--- config.mk ---
export PLATFORM = sky130hd
export DESIGN_NAME = eepc_ctrl
export DESIGN_NICKNAME = d
export VERILOG_FILES = /design/src/eepc_pkg.sv /design/src/eepc_ctrl.sv /design/src/eepc_fifo.sv
export SDC_FILE = /design/constraint.sdc
export NUM_CORES = 1
export LEC_CHECK = 0
export ABC_AREA = 1
export ABC_CLOCK_PERIOD_IN_PS = 4300
export BUFFER_PORTS_ARGS = -buffer_cell sky130_fd_sc_hd__buf_2
export CAP_MARGIN = 20
export CORE_MARGIN = 10
export CORE_UTILIZATION = 45
export CTS_CLUSTER_DIAMETER = 120
export DETAILED_ROUTE_END_ITERATION = 8
export SKIP_CTS_REPAIR_TIMING = 1
export SLEW_MARGIN = 20
export SYNTH_ARGS = -nofsm -noshare
export SYNTH_HDL_FRONTEND = slang
export SYNTH_HIERARCHICAL = 1
export SYNTH_SLANG_ARGS = --single-unit
--- constraint.sdc ---
create_clock -name clk -period 4.3 [get_ports clk]
set_input_delay 0.43 -clock clk [delete_from_list [all_inputs] [get_ports clk]]
set_output_delay 0.43 -clock clk [all_outputs]
set_load 0.005 [all_outputs]
--- src/eepc_pkg.sv ---
// constants and types for the two-wire eeprom access controller
// assumes a 20 MHz system clock and one eeprom on an open-drain bus
`default_nettype none
package eepc_pkg;

  // bus timing
  localparam int CLK_HZ = 20_000_000;
  localparam int SCL_HZ = 400_000;
  localparam int QTR_CYC = (CLK_HZ + 4 * SCL_HZ - 1) / (4 * SCL_HZ);
  localparam int QC_W = $clog2(QTR_CYC);

  // framing bytes and fields
  localparam logic [3:0] DEV_TYPE = 4'ha;
  localparam logic [7:0] KEY_ADDR_HI = 8'h09;
  localparam logic [7:0] KEY_ADDR_LO = 8'h00;
  localparam logic [7:0] KEY_CODE_PRESENT = 8'h09;
  localparam logic [7:0] KEY_CODE_WRITE = 8'h07;
  localparam int PAGE_BYTES = 4;
  localparam int FIFO_DEPTH = 16;
  localparam int DATA_W = 8;

  // byte indices within a frame, and the bit slot of the ack within a byte
  localparam logic [3:0] IDX_ADDR_LO = 4'h2;
  localparam logic [3:0] IDX_KEY1 = 4'h3;
  localparam logic [3:0] IDX_CODE = 4'h7;
  localparam logic [3:0] IDX_KEY2 = 4'h8;
  localparam logic [3:0] IDX_KEY_LAST = 4'hb;
  localparam logic [3:0] ACK_SLOT = 4'h8;

  // reset values
  localparam logic [7:0] LEN_MIN = 8'h01;
  localparam logic [2:0] SYNC_RST = 3'h7;

  typedef enum logic [2:0] {
    EEPC_OP_WRITE = 3'h0,
    EEPC_OP_READ_RAND = 3'h1,
    EEPC_OP_READ_CUR = 3'h2,
    EEPC_OP_KEY_PRESENT = 3'h3,
    EEPC_OP_KEY_WRITE = 3'h4,
    EEPC_OP_POLL = 3'h5
  } eepc_op_t;

  typedef enum logic [2:0] {
    EEPC_ST_IDLE = 3'b000,
    EEPC_ST_START = 3'b001,
    EEPC_ST_TX = 3'b011,
    EEPC_ST_RX = 3'b010,
    EEPC_ST_STOP = 3'b110
  } eepc_state_t;

  typedef struct packed {
    eepc_op_t op;
    logic [2:0] chip_en;
    logic [15:0] addr;
    logic [7:0] len;
    logic [31:0] key;
  } eepc_cmd_t;

  typedef struct packed {
    logic busy;
    logic done;
    logic nack;
  } eepc_stat_t;

endpackage : eepc_pkg
`default_nettype wire

--- src/eepc_ctrl.sv ---
// two-wire bus master that drives a password-protected serial eeprom
// assumes external pull-ups on scl and sda; the eeprom never stretches scl
// Function
// RULE_01: select byte is 1010, three chip enables, rw bit; msb first.
// RULE_02: two address bytes, high first; stop after last ack starts write.
// RULE_03: byte write nacked when locked, else acked; master then stops.
// RULE_04: page write carries one to four bytes inside one four-byte row.
// RULE_05: master never sends more page bytes than remain in the row.
// RULE_06: page bytes acked when unlocked, else nacked and memory kept.
// RULE_07: eeprom steps its in-page byte address after each page byte.
// RULE_08: busy eeprom nacks select; master repeats start plus select until ack. The code gives up after POLL_TRIES selects.
// RULE_09: reads work whatever the lock state.
// RULE_10: eeprom steps its address counter after each byte read.
// RULE_11: random read: write select, address, restart, read select, nack, stop.
// RULE_12: both selects of a random read share their upper seven bits.
// RULE_13: current read: read select, one byte, nack, stop.
// RULE_14: master acks to keep bytes coming, nacks the last then stops.
// RULE_15: eeprom address counter wraps to zero after the last address.
// RULE_16: eeprom samples ack in ninth slot and ends on nack.
// RULE_17: key-present: select with chip enable two, 09 00, key, 09, key.
// RULE_18: each 32-bit key copy goes most significant byte first.
// RULE_19: differing key copies skip the comparison.
// RULE_20: only a stop after the ninth-slot ack starts the compare delay.
// RULE_21: matching key unlocks protected sectors after the delay.
// RULE_22: unlock lasts until power off or next key-present.
// RULE_23: eeprom ignores the bus during the compare delay.
// RULE_24: key-write uses the same frame with code 07; stop starts write.
// RULE_25: new key taken only after valid key-present and equal copies.
// RULE_26: delivered key is zero and active.
// RULE_27: an unfinished key frame changes neither lock nor key.
`timescale 1ns/1ps
`default_nettype none
module eepc_ctrl #(
  parameter int POLL_TRIES = 64,
  parameter int FIFO_DEPTH = eepc_pkg::FIFO_DEPTH
) (
  // clock and reset
  input wire logic clk,
  input wire logic nrst,
  // command
  input wire logic cmd_valid,
  output logic cmd_ready,
  input wire eepc_pkg::eepc_cmd_t cmd,
  // write data
  input wire logic wr_valid,
  output logic wr_ready,
  input wire logic [7:0] wr_data,
  // read data
  output logic rd_valid,
  output logic [7:0] rd_data,
  // status
  output eepc_pkg::eepc_stat_t stat,
  // bus pins
  output logic scl_o,
  output logic scl_oe,
  input wire logic sda_i,
  output logic sda_o,
  output logic sda_oe
);
  import eepc_pkg::*;

  if (POLL_TRIES < 1 || POLL_TRIES > 256) begin : g_bad_tries
    $error("eepc_ctrl poll tries must lie in 1..256");
  end

  function automatic logic is_key(input eepc_op_t op);
    is_key = (op == EEPC_OP_KEY_PRESENT) || (op == EEPC_OP_KEY_WRITE);
  endfunction : is_key

  function automatic logic [7:0] tx_byte(input eepc_cmd_t c, input logic [3:0] i,
                                         input logic rd, input logic [7:0] fd);
    logic [1:0] kb;
    kb = (i <= 4'h6) ? 2'(4'h6 - i) : 2'(IDX_KEY_LAST - i);
    if (i == 4'h0) begin
      tx_byte = {DEV_TYPE, is_key(c.op) ? {1'b1, c.chip_en[1:0]} : c.chip_en, rd};
    end else if (is_key(c.op)) begin
      if (i == 4'h1) tx_byte = KEY_ADDR_HI;
      else if (i == IDX_ADDR_LO) tx_byte = KEY_ADDR_LO;
      else if (i == IDX_CODE) begin
        tx_byte = (c.op == EEPC_OP_KEY_PRESENT) ? KEY_CODE_PRESENT : KEY_CODE_WRITE;
      end else tx_byte = c.key[kb*8 +: 8];
    end else if (i == 4'h1) tx_byte = c.addr[15:8];
    else if (i == IDX_ADDR_LO) tx_byte = c.addr[7:0];
    else tx_byte = fd;
  endfunction : tx_byte

  eepc_state_t st_r, st_nxt;
  eepc_cmd_t cmd_r;
  logic [QC_W-1:0] qc_r;
  logic [1:0] q_r;
  logic [3:0] bit_r, bit_nxt;
  logic [3:0] idx_r, idx_nxt;
  logic rdph_r, rdph_nxt;
  logic err_r, err_nxt;
  logic [7:0] tries_r, tries_nxt;
  logic [7:0] rem_r, rem_nxt;
  logic [2:0] wn_r;
  logic [2:0] drain_r;
  logic ack_r;
  logic [7:0] rxsh_r;
  logic [2:0] sync_r;
  logic sda_f_r;
  logic done_r;
  logic nack_r;
  logic rd_valid_r;
  logic [7:0] rd_data_r;

  // write data buffer
  wire f_valid;
  wire [7:0] f_data;
  wire f_pop;
  eepc_fifo #(.W(DATA_W), .DEPTH(FIFO_DEPTH)) u_fifo (
    .clk(clk),
    .nrst(nrst),
    .in_valid(wr_valid),
    .in_ready(wr_ready),
    .in_data(wr_data),
    .out_valid(f_valid),
    .out_ready(f_pop),
    .out_data(f_data)
  );

  // decode
  wire accept = cmd_valid & cmd_ready;
  wire rd_sel = rdph_r | (cmd_r.op == EEPC_OP_READ_CUR);
  wire data_ph = (cmd_r.op == EEPC_OP_WRITE) && (idx_r > IDX_ADDR_LO);
  wire stall = (st_r == EEPC_ST_TX) && data_ph && !f_valid;
  wire tick = (qc_r == QC_W'(QTR_CYC - 1)) && !stall;
  wire bit_end = tick && (q_r == 2'h3);
  wire samp = tick && (q_r == 2'h2);
  wire ack_slot = bit_r == ACK_SLOT;
  wire [7:0] cur_byte = tx_byte(cmd_r, idx_r, rd_sel, f_data);
  wire tx_bit = cur_byte[3'h7 - bit_r[2:0]];
  wire last_tx = (rd_sel || cmd_r.op == EEPC_OP_POLL) ? (idx_r == 4'h0) :
                 is_key(cmd_r.op) ? (idx_r == IDX_KEY_LAST) :
                 (cmd_r.op == EEPC_OP_READ_RAND) ? (idx_r == IDX_ADDR_LO) :
                 (idx_r == IDX_ADDR_LO + {1'b0, wn_r});
  wire poll_again = (cmd_r.op == EEPC_OP_POLL) && err_r && (tries_r != 8'h00);
  wire [2:0] room = 3'(PAGE_BYTES) - {1'b0, cmd.addr[1:0]};
  wire [2:0] len3 = (cmd.len == 8'h00) ? 3'h1 : (cmd.len > 8'(room)) ? room : cmd.len[2:0];
  wire tx_nack_end = bit_end && (st_r == EEPC_ST_TX) && ack_slot && !ack_r;
  wire [2:0] unsent = data_ph ? 3'(wn_r - 3'(idx_r - IDX_ADDR_LO)) : wn_r;

  // fifo pops the sent byte, or discards what an aborted write left behind
  assign f_pop = (bit_end && (st_r == EEPC_ST_TX) && ack_slot && data_ph) ||
                 ((drain_r != 3'h0) && f_valid);

  // pin drive
  wire start_sda = q_r[1];
  wire tx_sda = !ack_slot && !tx_bit;
  wire rx_sda = ack_slot && (rem_r != LEN_MIN);
  wire stop_sda = !q_r[1];
  wire mid_scl = (q_r == 2'h0) || (q_r == 2'h3);
  assign sda_oe = (st_r == EEPC_ST_START) ? start_sda :
                  (st_r == EEPC_ST_TX) ? tx_sda :
                  (st_r == EEPC_ST_RX) ? rx_sda :
                  (st_r == EEPC_ST_STOP) ? stop_sda : 1'b0;
  assign scl_oe = (st_r == EEPC_ST_STOP) ? (q_r == 2'h0) :
                  (st_r == EEPC_ST_IDLE) ? 1'b0 : mid_scl;
  assign sda_o = 1'b0;
  assign scl_o = 1'b0;

  assign cmd_ready = (st_r == EEPC_ST_IDLE) && (drain_r == 3'h0);
  assign rd_valid = rd_valid_r;
  assign rd_data = rd_data_r;
  assign stat = '{busy: st_r != EEPC_ST_IDLE, done: done_r, nack: nack_r};

  always_comb begin
    st_nxt = st_r;
    bit_nxt = bit_r;
    idx_nxt = idx_r;
    rdph_nxt = rdph_r;
    err_nxt = err_r;
    tries_nxt = tries_r;
    rem_nxt = rem_r;
    if (accept) begin
      st_nxt = EEPC_ST_START;
      bit_nxt = 4'h0;
      idx_nxt = 4'h0;
      rdph_nxt = 1'b0;
      err_nxt = 1'b0;
      tries_nxt = 8'(POLL_TRIES - 1);
      rem_nxt = (cmd.len == 8'h00) ? LEN_MIN : cmd.len;
    end else if (bit_end) begin
      case (st_r)
        EEPC_ST_START: begin
          st_nxt = EEPC_ST_TX;
          bit_nxt = 4'h0;
        end
        EEPC_ST_TX: begin
          bit_nxt = ack_slot ? 4'h0 : bit_r + 4'h1;
          if (ack_slot && !ack_r) begin
            err_nxt = 1'b1; // RULE_03
            st_nxt = EEPC_ST_STOP; // RULE_06
          end else if (ack_slot && !last_tx) begin
            idx_nxt = idx_r + 4'h1;
          end else if (ack_slot && cmd_r.op == EEPC_OP_READ_RAND && !rdph_r) begin
            rdph_nxt = 1'b1; // RULE_11
            idx_nxt = 4'h0;
            st_nxt = EEPC_ST_START;
          end else if (ack_slot && rd_sel) begin
            st_nxt = EEPC_ST_RX; // RULE_13
          end else if (ack_slot) begin
            st_nxt = EEPC_ST_STOP; // RULE_20
          end
        end
        EEPC_ST_RX: begin
          bit_nxt = ack_slot ? 4'h0 : bit_r + 4'h1;
          if (ack_slot && rem_r == LEN_MIN) st_nxt = EEPC_ST_STOP; // RULE_14
          else if (ack_slot) rem_nxt = rem_r - 8'h01;
        end
        EEPC_ST_STOP: begin
          if (poll_again) begin
            st_nxt = EEPC_ST_START; // RULE_08
            err_nxt = 1'b0;
            tries_nxt = tries_r - 8'h01;
          end else begin
            st_nxt = EEPC_ST_IDLE;
          end
        end
        default: st_nxt = EEPC_ST_IDLE;
      endcase
    end
  end

  always_ff @(posedge clk) begin
    if (!nrst) begin
      st_r <= EEPC_ST_IDLE;
      bit_r <= 4'h0;
      idx_r <= 4'h0;
      rdph_r <= 1'b0;
      err_r <= 1'b0;
      tries_r <= 8'h00;
      rem_r <= LEN_MIN;
    end else begin
      st_r <= st_nxt;
      bit_r <= bit_nxt;
      idx_r <= idx_nxt;
      rdph_r <= rdph_nxt;
      err_r <= err_nxt;
      tries_r <= tries_nxt;
      rem_r <= rem_nxt;
    end
  end

  // quarter-bit timing
  always_ff @(posedge clk) begin
    if (!nrst || accept) begin
      qc_r <= '0;
      q_r <= 2'h0;
    end else if (st_r != EEPC_ST_IDLE && !stall) begin
      qc_r <= tick ? '0 : qc_r + QC_W'(1);
      q_r <= q_r + 2'(tick);
    end
  end

  // command capture, page clamp and leftover discard
  always_ff @(posedge clk) begin
    if (!nrst) begin
      cmd_r <= '0;
      wn_r <= 3'h1;
      drain_r <= 3'h0;
    end else begin
      if (accept) begin
        cmd_r <= cmd; // RULE_12
        wn_r <= len3; // RULE_05
      end
      // the nacked byte is popped with its ack slot; unsent counts only those after it
      if (tx_nack_end && cmd_r.op == EEPC_OP_WRITE) drain_r <= unsent;
      else if (drain_r != 3'h0 && f_valid) drain_r <= drain_r - 3'h1;
    end
  end

  // sda input: three stages, a level counts once the last two agree
  always_ff @(posedge clk) begin
    if (!nrst) begin
      sync_r <= SYNC_RST;
      sda_f_r <= 1'b1;
    end else begin
      sync_r <= {sync_r[1:0], sda_i};
      if (sync_r[1] == sync_r[2]) sda_f_r <= sync_r[2];
    end
  end

  // sampling and results
  always_ff @(posedge clk) begin
    if (!nrst) begin
      ack_r <= 1'b0;
      rxsh_r <= 8'h00;
      done_r <= 1'b0;
      nack_r <= 1'b0;
      rd_valid_r <= 1'b0;
      rd_data_r <= 8'h00;
    end else begin
      if (samp && st_r == EEPC_ST_TX && ack_slot) ack_r <= !sda_f_r;
      if (samp && st_r == EEPC_ST_RX && !ack_slot) rxsh_r <= {rxsh_r[6:0], sda_f_r};
      done_r <= bit_end && st_r == EEPC_ST_STOP && !poll_again;
      if (bit_end && st_r == EEPC_ST_STOP && !poll_again) nack_r <= err_r;
      rd_valid_r <= bit_end && st_r == EEPC_ST_RX && ack_slot;
      if (bit_end && st_r == EEPC_ST_RX && ack_slot) rd_data_r <= rxsh_r;
    end
  end

  chk_sel_type: assert property (@(posedge clk) disable iff (!nrst) // RULE_01
    (st_r == EEPC_ST_TX && idx_r == 4'h0 && bit_r < 4'h4 && q_r == 2'h1)
    |-> sda_oe == !DEV_TYPE[2'(3'h3 - bit_r[2:0])])
    else $error("select type bits wrong");
  chk_rw_bit: assert property (@(posedge clk) disable iff (!nrst) // RULE_01
    (st_r == EEPC_ST_TX && idx_r == 4'h0 && bit_r == 4'h7 && q_r == 2'h1)
    |-> sda_oe == !(rdph_r || cmd_r.op == EEPC_OP_READ_CUR))
    else $error("rw bit wrong");
  chk_addr_hi: assert property (@(posedge clk) disable iff (!nrst) // RULE_02
    (st_r == EEPC_ST_TX && idx_r == 4'h1 && bit_r == 4'h0 && q_r == 2'h1 &&
     !is_key(cmd_r.op)) |-> sda_oe == !cmd_r.addr[15])
    else $error("address high byte not first");
  chk_page_row: assert property (@(posedge clk) disable iff (!nrst) // RULE_04
    (st_r != EEPC_ST_IDLE && cmd_r.op == EEPC_OP_WRITE)
    |-> (wn_r != 3'h0) && ({1'b0, wn_r} + {2'b00, cmd_r.addr[1:0]} <= 4'(PAGE_BYTES)))
    else $error("page write leaves its row");
  chk_key_frame: assert property (@(posedge clk) disable iff (!nrst) // RULE_17
    (st_r == EEPC_ST_TX && is_key(cmd_r.op) && idx_r == IDX_CODE)
    |-> cur_byte == ((cmd_r.op == EEPC_OP_KEY_PRESENT) ? 8'h09 : 8'h07)) // RULE_24
    else $error("validation code wrong");
  chk_key_msb: assert property (@(posedge clk) disable iff (!nrst) // RULE_18
    (st_r == EEPC_ST_TX && is_key(cmd_r.op) && (idx_r == IDX_KEY1 || idx_r == IDX_KEY2))
    |-> cur_byte == cmd_r.key[31:24])
    else $error("key not sent msb first");
  chk_last_nack: assert property (@(posedge clk) disable iff (!nrst) // RULE_16
    (st_r == EEPC_ST_RX && ack_slot && rem_r == LEN_MIN && bit_end)
    |-> !sda_oe ##1 st_r == EEPC_ST_STOP)
    else $error("last read byte not nacked then stopped");
  chk_more_ack: assert property (@(posedge clk) disable iff (!nrst) // RULE_14
    (st_r == EEPC_ST_RX && ack_slot && rem_r != LEN_MIN && q_r == 2'h1) |-> sda_oe)
    else $error("sequential read not acked");
  chk_write_stop: assert property (@(posedge clk) disable iff (!nrst) // RULE_03
    (bit_end && st_r == EEPC_ST_TX && ack_slot && last_tx && !rd_sel &&
     cmd_r.op != EEPC_OP_READ_RAND) |=> st_r == EEPC_ST_STOP && q_r == 2'h0)
    else $error("write frame not closed by stop");
  chk_poll_retry: assert property (@(posedge clk) disable iff (!nrst) // RULE_08
    (bit_end && st_r == EEPC_ST_STOP && poll_again)
    |=> st_r == EEPC_ST_START && !err_r && tries_r == $past(tries_r) - 8'h01)
    else $error("poll did not retry");
  chk_data_stable: assert property (@(posedge clk) disable iff (!nrst) // RULE_02
    (st_r == EEPC_ST_TX && $past(st_r) == EEPC_ST_TX && $changed(sda_oe)) |-> scl_oe)
    else $error("sda moved while scl high");
endmodule : eepc_ctrl
`default_nettype wire

--- src/eepc_fifo.sv ---
// flip-flop fifo with valid/ready on both sides
// assumes one clock and a synchronous active-low reset
`timescale 1ns/1ps
`default_nettype none
module eepc_fifo #(
  parameter int W = 8,
  parameter int DEPTH = 16
) (
  // clock and reset
  input wire logic clk,
  input wire logic nrst,
  // fill side
  input wire logic in_valid,
  output logic in_ready,
  input wire logic [W-1:0] in_data,
  // drain side
  output logic out_valid,
  input wire logic out_ready,
  output logic [W-1:0] out_data
);
  localparam int AW = $clog2(DEPTH);

  if (DEPTH < 2 || (1 << AW) != DEPTH) begin : g_bad_depth
    $error("eepc_fifo depth must be a power of two of at least 2");
  end

  logic [W-1:0] mem_r [DEPTH];
  logic [AW-1:0] wp_r;
  logic [AW-1:0] rp_r;
  logic [AW:0] cnt_r;
  wire push = in_valid & in_ready;
  wire pop = out_valid & out_ready;

  assign in_ready = cnt_r != (AW+1)'(DEPTH);
  assign out_valid = cnt_r != '0;
  assign out_data = mem_r[rp_r];

  always_ff @(posedge clk) begin
    if (push) begin
      mem_r[wp_r] <= in_data;
    end
  end

  always_ff @(posedge clk) begin
    if (!nrst) begin
      wp_r <= '0;
      rp_r <= '0;
      cnt_r <= '0;
    end else begin
      wp_r <= wp_r + AW'(push);
      rp_r <= rp_r + AW'(pop);
      cnt_r <= cnt_r + (AW+1)'(push) - (AW+1)'(pop);
    end
  end
endmodule : eepc_fifo
`default_nettype wire

==> flow_summary.ini, run 1 <==
[status]
outcome = finished, final reports clean

[floorplanning]
pin_count = 93
fp.coreArea_um2 = 27600
die-area_um2 = 34900
die_h_um = 187
floorplan.initialDensity_pct = 45.3
placement_rows = 61
die_w_um = 187

[cells_and_area]
antennaDiodeCount = 0
final_util_pct = 51.0
area_delta_synth_final_pct = 12.5
final_cell_mix = nand2_1 (357), inv_1 (225), nand3_1 (205)
drive_gt1_share_pct = 12.5
layout.nets = 1690
final-instance-count-excl-fill = 1980
layout.cell_area.non_filler_um2 = 14100
layout.cells.most_common = nand2_1

[sta]
hold-worst-slack_ns = 0.0835
rsz0062_at_grt = false
final-hold-violation-count = 0
timing.final.setup_violations = 0
fmaxAchievable_ghz = 0.283
timing.setup.tns_ns = 0
final_critical_path_setup_slack_ns = 0.766
final_max_slew_viol_count = 0
final.min_clock_period_ns = 3.53
min_period_over_period_pct = 82.2
worst_pin_slew_ns = 1.08
max-slew-margin-rel_pct = 28.2
finalClockSkew_ns = 0.0121

[cts]
cts.sinks = 260
clock_tree.root_cell = clkbuf_16
clk-insertion-delay-late_ns = 0.56
clock_tree.htree_level_count = 1
clk_path_buf_depth = 3
cts_made_buffers = 29
clock_edge_transition_at_the_registers_on_the_reported_setup_and_hold_paths_ns = 0.06
cts_tree = done

[power_and_ir_drop]
p_leak_nw = 6.10
power.ir.vdd_worst_v = 0.000286
power-per-cell-area_nw_per_um2 = 508
total_power_mw = 7.16

[worst_setup_path]
crit_path_max_incr_delay_ns = 0.59
crit_required_ns = 3.87
r2r_cells = 23
largest_delay_contributor_family_on_the_critical_path = simple AND/OR/NAND/NOR gates
critical_path.n_buffers_inverters = 2
critical_path.most_common_cell = nand2_1
worst_setup_path_start_kind = flop
crit_type = reg2out
critPathArrivalTime_ns = 3.10
critical_path_cell_count = 16
path_cells = buf_4, nand2_1, nand3_1, nand3_1, nand3_1, nand2_1, o211ai_1, nand3_1, o21ai_1, nand2_1, nand2_1, nand2_1, a21boi_1, nand2_1, nand3_1, buf_2
r2r_setup_slack_ns = 1.16
endpoint_kind = output port
worst_path_max_delay_cell = buf_4
critPathMaxFanout = 65

[synth]
synthesis.area_um2 = 12500
async_reset_ff_share_pct = 0
synth-main-ff-cell = dfxtp_1
synth_enable_flop_cells = 128
postSynthRegisterBits = 260
yosysSeqAreaShare_pct = 51.8
post_synthesis_mean_instance_area_um2 = 8.30
syn_inst = 1510
yosysUniqueCellTypes = 52
ys_warn_count = 6

[grt]
first_global_vias = 9422
grt_max_degree = 68
grt_first_pass_wirelength_mm = 50.4
grt_use_total_pct = 17.3
grt_antenna_before_repair = 0
grt_overflow = 0

[job]
max_cap_violations = 0

[worst_hold_path]
path_type_of_the_worst_min_delay_path = in2reg
whs_path_depth = 2

[drt]
firstDrtPassIters = 5
postRouteAntennaNets = 0
post-route-drc-count = 0
initialDrtViolationCount = 940
routed_wl_per_cell_um = 15.8
route.vias.total = 10027
routed_wl_mm = 31.2
post_detailed_route_via_to_cell_ratio = 5.06

[placement]
io_buffers = 90
pre_cts_slack_ns = 1.16
dp_hpwl_mm = 21.5
finalWeightedCongestion = 0.875
numPlacedInstances = 1926
placed_area_um2 = 13200
layer usage:
metal / track usage (%) / part of all wire [%]
met5: 0 / 0
met4: 4.68 / 2.2
met3: 2.55 / 6.3
met2: 25.7 / 42
met1: 25.6 / 49
synthesized netlist by cell type (2+ instances only):
cell,instances,area (µm²)
xnor2_1,5,43.8
ha_1,35,438
xor2_1,12,105
inv_2,22,82.6
a221oi_1,2,17.5
inv_1,225,845
a21oi_1,51,255
edfxtp_1,128,3840
nor2_4,3,33.8
nand2_1,357,1340
clkbuf_1,16,60.1
clkinv_1,2,7.51
nand3_1,205,1030
o221ai_1,2,17.5
o211ai_1,12,90.1
nor2_2,5,31.3
nand2_4,2,22.5
o32ai_1,2,17.5
buf_4,11,82.6
nor4_1,3,18.8
nand2_2,5,31.3
nor3_2,4,40.0
buf_6,8,90.1
nor3_1,11,55.1
or2_2,3,18.8
a22oi_1,2,15.0
o21ai_0,61,305
o21ai_1,28,140
o22ai_1,2,12.5
buf_2,25,125
nand4_1,11,68.8
dfxtp_1,132,2640
nor2_1,83,312
a31oi_1,16,100
o31ai_1,2,15.0
logic make-up after synthesis:
logic type	share of synthesized area, %
compound gates	8.59
xor+xnor	1.19
fa+ha+maj	3.66
buf+inv	10.4
flops	51.8
other cells	0.0299
simple gates	24.4
state kept, by name, indices dropped and copies added, names as in the netlist, 2 cells and up:
signal,cells
sync_r,3
cmd_r,54
u_fifo/wp_r,4
bit_r,4
rd_data,8
wn_r,3
drain_r,3
u_fifo/rp_r,4
rem_r,8
idx_r,4
u_fifo/cnt_r,5
qc_r,4
tries_r,8
q_r,2
rxsh_r,8
st_r,3
u_fifo/mem_r,128
worst register-to-register path, cell delays in order, from the launching register on:
cell     delay, ns
dfxtp_1       0.33
inv_1         0.06
ha_1          0.20
nand4_1       0.13
inv_1         0.09
nand4_2       0.13
nand2_4       0.09
nor2_8        0.14
nand2_2       0.11
o31ai_1       0.25
nand2_1       0.09
inv_1         0.11
ha_1          0.24
inv_1         0.06
ha_1          0.16
inv_1         0.06
fa_1          0.41
inv_1         0.06
nand2_1       0.06
nand2_1       0.06
a21oi_1       0.07
nand2_1       0.06
nand2_1       0.04
nor2_1        0.09
worst paths after layout:
path                                   endpoint       startpoint
worst max register to register  u_fifo/cnt_r[4]  u_fifo/cnt_r[2]
worst max-delay path                     sda_oe   u_fifo/rp_r[0]
worst min-delay path                  sync_r[0]            sda_i
worst min register to register        sync_r[1]        sync_r[0]
power breakdown:
part	switching, mW	leakage, nW	internal, mW
Combinational	1.21	3.40	0.577
Sequential	0.126	2.23	2.84
Clock	1.02	0.466	1.38
Total	2.36	6.10	4.80
layout make-up:
cell class / count / area [µm²]
Sequential cell: 260 / 6490
Tap cell: 378 / 473
Fill cell: 2655 / 13500
Inverter: 250 / 941
Clock buffer: 32 / 747
Multi-Input combinational cell: 941 / 4750
Clock inverter: 22 / 185
Timing Repair Buffer: 97 / 515
Power figures use the tool's default switching activity.
==> inputs of run 2 (changes only) <==
Settings changed: ABC_CLOCK_PERIOD_IN_PS 4300 to 3500.
Clock period 4.3 ns to 3.5 ns, I/O delays scaled along.
==> run 2 against run 1 <==
Net effect: the run now ends with negative hold slack left; clock power grew 17%; total power grew 22%; worst setup slack lost 0.56 ns; register-to-register slack lost 0.83 ns; cell area is essentially flat; clock-buffer cell count grew 3; first-iteration DRC count shrank 12%; sequential power grew 23%; non-clock buffer count grew 6; largest cell class unchanged.
==> flow_summary.ini, run 2 (synthesized netlist as in run 1, its figures left out) <==
[sta]
final.min_clock_period_ns = 3.29
max-slew-margin-rel_pct = 39.7
final-hold-violation-count = 1
final_max_slew_viol_count = 0
timing.final.setup_violations = 0
fmaxAchievable_ghz = 0.304
timing.setup.tns_ns = 0
worst_pin_slew_ns = 0.903
min_period_over_period_pct = 94.1
hold-worst-slack_ns = -0.00617
rsz0062_at_grt = false
finalClockSkew_ns = 0.0127

[power_and_ir_drop]
power_switching_mw = 2.88
p_leak_nw = 6.09
swShare_pct = 33.1
power-per-cell-area_nw_per_um2 = 616
total_power_mw = 8.69
intPower_mw = 5.81
power.ir.vdd_worst_v = 0.000322
combinationalPowerShare_pct = 25.7
power_frac_seq_pct = 42.0
clk_network_pwr_share_pct = 32.3

[drt]
postRouteAntennaNets = 0
route.vias.total = 9990
initialDrtViolationCount = 825
post-route-drc-count = 0
post_detailed_route_via_to_cell_ratio = 5.03
routed_wl_per_cell_um = 15.9
routed_wl_mm = 31.5
firstDrtPassIters = 5

[worst_setup_path]
critical_path_cell_count = 19
endpoint_kind = output port
path_cells = inv_2, ha_1, inv_1, nand3_1, nand2_2, nand3_1, nand3_1, nand3_1, nand2_1, nand2_1, nand2_1, nand2_1, nand2_1, nand2_1, nand2_1, nand2_1, nand2_1, nand3_1, buf_2
worst_r2r_endpoint = u_fifo/cnt_r[4]
r2r_setup_slack_ns = 0.33
r2r_cells = 23
critPathMaxFanout = 9
largest_delay_contributor_family_on_the_critical_path = simple AND/OR/NAND/NOR gates
critPathArrivalTime_ns = 2.94
crit_required_ns = 3.15
critical_path.most_common_cell = nand2_1
critical_path.n_buffers_inverters = 3
worst_path_max_delay_cell = dfxtp_1
crit_path_max_incr_delay_ns = 0.53
worst_setup_path_start_kind = flop
crit_type = reg2out
regToRegStartpoint = u_fifo/cnt_r[2]

[status]
outcome = finished with violations
failed_checks = negative hold slack

[placement]
numPlacedInstances = 1932
io_buffers = 90
dp_hpwl_mm = 21.5
finalWeightedCongestion = 0.871

[grt]
first_global_vias = 9551
grt_first_pass_wirelength_mm = 50.8
grt_overflow = 0
grt_max_degree = 85
grt_use_total_pct = 17.6
grt_antenna_before_repair = 3

[cells_and_area]
layout.nets = 1696
registers.top_by_ff_count = u_fifo/mem_r
final-instance-count-excl-fill = 1987
layout.cells.most_common = nand2_1
largest_register_ffs = 128
final_cell_mix = nand2_1 (355), inv_1 (225), nand3_1 (205)
drive_gt1_share_pct = 12.5
area_delta_synth_final_pct = 12.6
final_util_pct = 51.1
largest_registers = u_fifo/mem_r x128, cmd_r x54

[cts]
cts_tree = done
clk_path_buf_depth = 3
clk-insertion-delay-late_ns = 0.55
clock_edge_transition_at_the_registers_on_the_reported_setup_and_hold_paths_ns = 0.06
cts.sinks = 260
clock_tree.root_cell = clkbuf_16
clock_tree.htree_level_count = 1
cts_made_buffers = 29

[worst_hold_path]
whs_path_depth = 2
path_type_of_the_worst_min_delay_path = in2reg
hold_end = sync_r[0]
hold_path.startpoint = sda_i

[floorplanning]
die_w_um = 187
die_h_um = 187
pin_count = 93
die-area_um2 = 34900
floorplan.initialDensity_pct = 45.3
placement_rows = 61
fp.coreArea_um2 = 27600

[job]
max_cap_violations = 0
## run 2: layout make-up
cell class | instances | area [µm²]
fill | 2661 | 13500
clock buffer | 35 | 748
timing repair buffer | 103 | 559
inverter | 250 | 943
antenna | 2 | 5.00
tap | 378 | 473
multi-input combinational | 941 | 4760
clock inverter | 18 | 126
sequential | 260 | 6490
## run 2: per-layer routing
| metal | up-vias | track usage (%) | part of all wire (%) |
|---|---|---|---|
| li1 | 5080 | - | - |
| met1 | 4593 | 25.7 | 50 |
| met2 | 272 | 26.5 | 42 |
| met3 | 43 | 3.00 | 6.1 |
| met4 | 2 | 4.28 | 1.7 |
| met5 | - | 0 | 0.057 |
## run 2: through the flow
| step | instance area (µm²) | setup WS (ns) | hold slack [ns] |
|---|---|---|---|
| after floorplan | 12500 | 0.737 | 0.393 |
| after global placement | 13200 | 0.397 | 0.422 |
| after detailed placement | 13200 | 0.268 | 0.420 |
| after CTS | 14100 | 0.109 | -0.0201 |
| after global routing | 14100 | 0.00639 | 0.000720 |
| final | 14100 | 0.206 | -0.00617 |
## run 2: power groups by stage
| stage | logic, mW | clock network, mW | registers, mW |
|---|---|---|---|
| 2_1_floorplan | 1.63 | 0 | 3.67 |
| 3_3_place_gp | 2.18 | 0 | 3.70 |
| 3_5_place_dp | 2.22 | 0 | 3.71 |
| 4_1_cts | 2.24 | 2.86 | 3.64 |
| 5_1_grt | 2.56 | 2.99 | 3.68 |
| 6_report | 2.24 | 2.81 | 3.65 |
## run 2: worst reg2reg max path, stage by stage, from the launching register on
cell and delay [ns]:
dfxtp_1 0.33, inv_1 0.06, ha_1 0.22, nand4_1 0.11, inv_1 0.09, nand4_2 0.13, nand2_4 0.09, nor2_8 0.15
nand2_2 0.11, o31ai_2 0.25, nand2_1 0.09, inv_1 0.08, ha_1 0.22, inv_1 0.06, ha_1 0.16, inv_1 0.06
fa_1 0.42, inv_1 0.07, nand2_1 0.06, nand2_1 0.06, a21oi_1 0.07, nand2_1 0.06, nand2_1 0.05, nor2_1 0.11
## run 2: how the worst max path moves through the flow
stage | from | endpoint | slack [ns]
5_1_grt | idx_r[0] | sda_oe | 0.006
6_report | idx_r[0] | sda_oe | 0.21
2_1_floorplan | u_fifo/cnt_r[2] | u_fifo/cnt_r[4] | 0.74
4_1_cts | idx_r[0] | sda_oe | 0.11
3_3_place_gp | u_fifo/cnt_r[2] | u_fifo/cnt_r[4] | 0.40
3_5_place_dp | u_fifo/cnt_r[2] | u_fifo/cnt_r[4] | 0.27
==> inputs of run 3 (changes only) <==
Settings changed: ABC_AREA 1 to unset.
==> run 3 against run 2 <==
Net effect: the run ends with negative setup slack left; largest power group unchanged; worst setup slack worse by 0.24 ns; area after synthesis down 4.1%; hold slack better by 0.052 ns; sequential share of layout area down 0.096 points; critical endpoint unchanged; sequential power up 1%; non-clock buffer count up 40; fmax down 6.7%; synthesized cell count down 28%.
==> flow_summary.ini, run 3 <==
[worst_hold_path]
hold_end = cmd_r[4]
hold_path.startpoint = cmd[4]
path_type_of_the_worst_min_delay_path = in2reg
whs_path_depth = 3

[grt]
first_global_vias = 8300
grt_overflow = 0
grt_max_degree = 62
grt_use_total_pct = 16.6
grt_antenna_before_repair = 1
grt_first_pass_wirelength_mm = 45.2

[worst_setup_path]
critPathMaxFanout = 11
worst_r2r_endpoint = u_fifo/cnt_r[4]
path_cells = buf_12, mux4_2, a22oi_1, nand2_1, o221a_2, o22ai_1, a31o_2, nor4_1, o21ai_2, buf_2
crit_required_ns = 3.15
setup.worst_path.start = u_fifo/rp_r[0]
crit_type = reg2out
endpoint_kind = output port
worst_path_max_delay_cell = mux4_2
critPathArrivalTime_ns = 3.18
crit_path_max_incr_delay_ns = 0.50
regToRegStartpoint = u_fifo/cnt_r[3]
r2r_cells = 18
r2r_setup_slack_ns = 0.24
worst_setup_path_start_kind = flop

[floorplanning]
pin_count = 93
die_w_um = 183
die_h_um = 183
die-area_um2 = 33600
floorplan.initialDensity_pct = 46.0
placement_rows = 59
fp.coreArea_um2 = 26100

[status]
failed_checks = negative setup slack
outcome = finished with violations

[drt]
initialDrtViolationCount = 545
postRouteAntennaNets = 0
route.vias.total = 8477
post-route-drc-count = 0
routed_wl_per_cell_um = 18.4
routed_wl_mm = 28.5
firstDrtPassIters = 5
post_detailed_route_via_to_cell_ratio = 5.46

[synth]
post_synthesis_mean_instance_area_um2 = 11.1
syn_inst = 1087
synth_enable_flop_cells = 128
synthesis.area_um2 = 12000
synth_common_cells = nand2_1 (167), dfxtp_1 (132), edfxtp_1 (128)
yosys.area.top_type_share_pct = 32.0
ys_warn_count = 6
synth-main-ff-cell = dfxtp_1
yosysTopAreaCell = edfxtp_1
yosysMostFrequentCell = nand2_1
yosysUniqueCellTypes = 83
postSynthRegisterBits = 260
post_synth_main_area_contributors = edfxtp_1 (32%), dfxtp_1 (22%), nand2_1 (5.2%)
async_reset_ff_share_pct = 0
yosysSeqAreaShare_pct = 54.0

[cells_and_area]
layout.nets = 1306
largest_registers = u_fifo/mem_r x128, cmd_r x54
final.fill_count = 2300
area_delta_synth_final_pct = 17.7
layout.cells.most_common = nand2_1
drive_gt1_share_pct = 21.2
registers.top_by_ff_count = u_fifo/mem_r
largest_register_ffs = 128
final_cell_mix = nand2_1 (166), dfxtp_1 (131), edfxtp_1 (128)
antennaDiodeCount = 0
final_util_pct = 54.1

[cts]
cts_tree = done
clock_tree.root_cell = clkbuf_16
cts.sinks = 260
clk-insertion-delay-late_ns = 0.54
cts_made_buffers = 28
clk_path_buf_depth = 3
clock_edge_transition_at_the_registers_on_the_reported_setup_and_hold_paths_ns = 0.06
clock_tree.htree_level_count = 1

[power_and_ir_drop]
intPower_mw = 6.29
power-per-cell-area_nw_per_um2 = 620
swShare_pct = 28.3
p_leak_nw = 5.21
clk_network_pwr_share_pct = 35.7
power_frac_seq_pct = 42.2
power_switching_mw = 2.48
combinationalPowerShare_pct = 22.1
power.ir.vdd_worst_v = 0.000448

[sta]
fmaxAchievable_ghz = 0.283
hold-worst-slack_ns = 0.0455
final_critical_path_setup_slack_ns = -0.0293
timing.final.setup_violations = 1
min_period_over_period_pct = 101
worst_pin_slew_ns = 0.891
timing.setup.tns_ns = -0.0293
final-hold-violation-count = 0
final.min_clock_period_ns = 3.53
rsz0062_at_grt = true
max-slew-margin-rel_pct = 40.4
final_max_slew_viol_count = 0
finalClockSkew_ns = 0.00716

[placement]
dp_hpwl_mm = 19.7
finalWeightedCongestion = 0.876
pre_cts_slack_ns = 0.134
io_buffers = 90

[job]
max_cap_violations = 0
run 3: cell types whose count changed after synthesis, moves of 15 or more:
cell	delta
nor3_1	+15
o21ai_1	-26
inv_1	-186
nand2_1	-190
a21oi_1	+38
a22oi_1	+18
mux4_2	+24
clkbuf_1	+19
inv_2	-21
o21ai_0	-39
nand3_1	-195
mux2i_1	+41
and2_1	+16
run 3: power by group through the flow:
| stage | registers, mW | logic (mW) | clock network, mW |
|---|---|---|---|
| 3_5_place_dp | 3.75 | 1.84 | 0 |
| 5_1_grt | 3.74 | 2.17 | 3.32 |
| 3_3_place_gp | 3.75 | 1.82 | 0 |
| 6_report | 3.70 | 1.94 | 3.13 |
| 2_1_floorplan | 3.69 | 1.36 | 0 |
| 4_1_cts | 3.69 | 1.84 | 3.20 |
run 3: cell families (layout without fill, tap and decap cells):
family | Yosys count | after routing | share of synthesized area [%]
flops | 260 | 260 | 54.0
buf+inv | 106 | 235 | 4.19
fa+ha+maj | 36 | 36 | 3.81
simple gates | 378 | 378 | 15.0
other cells | 1 | 2 | 0.0312
compound gates | 210 | 210 | 11.6
xor+xnor | 22 | 22 | 1.60
mux | 74 | 74 | 9.76
run 3: layout make-up:
cell class	count	area, µm²	area share [%]
inverter	40	150	1.06
sequential	260	6490	45.9
timing repair buffer	143	935	6.61
tap	335	419	2.96
clock buffer	39	825	5.83
multi-input combinational	722	5140	36.3
clock inverter	13	183	1.29
run 3: how the worst max path moves through the flow:
stage | endpoint | slack [ns]
after floorplan | u_fifo/cnt_r[4] | 0.04
after global placement | u_fifo/cnt_r[4] | 0.22
after detailed placement | u_fifo/cnt_r[4] | 0.13
after CTS | sda_oe | -0.20
after global routing | sda_oe | -0.12
final | sda_oe | -0.03
run 3: through the flow:
step | std cells | power, mW | area, µm²
after global routing | 1552 | 9.23 | 14100
after floorplan | 1088 | 5.05 | 12000
after global placement | 1493 | 5.57 | 12900
after detailed placement | 1493 | 5.59 | 12900
final | 1552 | 8.77 | 14100
after CTS | 1545 | 8.73 | 13900
run 3: worst max-delay path: cells and delay by family, from the launching register on:
| family | cells | cell delay (ns) |
|---|---|---|
| flip-flops | 1 | 0.40 |
| multiplexers | 1 | 0.50 |
| AND/OR/NAND/NOR | 2 | 0.26 |
| buffers and inverters | 2 | 0.31 |
| AO/OA/AOI/OAI | 5 | 1.17 |
run 3: routing by layer:
layer,up-vias,GRT usage [%],part of all wire [%]
met3,33,2.67,5.8
met2,229,24.9,45
met1,4044,24.1,47
met4,0,4.85,2.1
li1,4171,-,-
met5,-,0,0
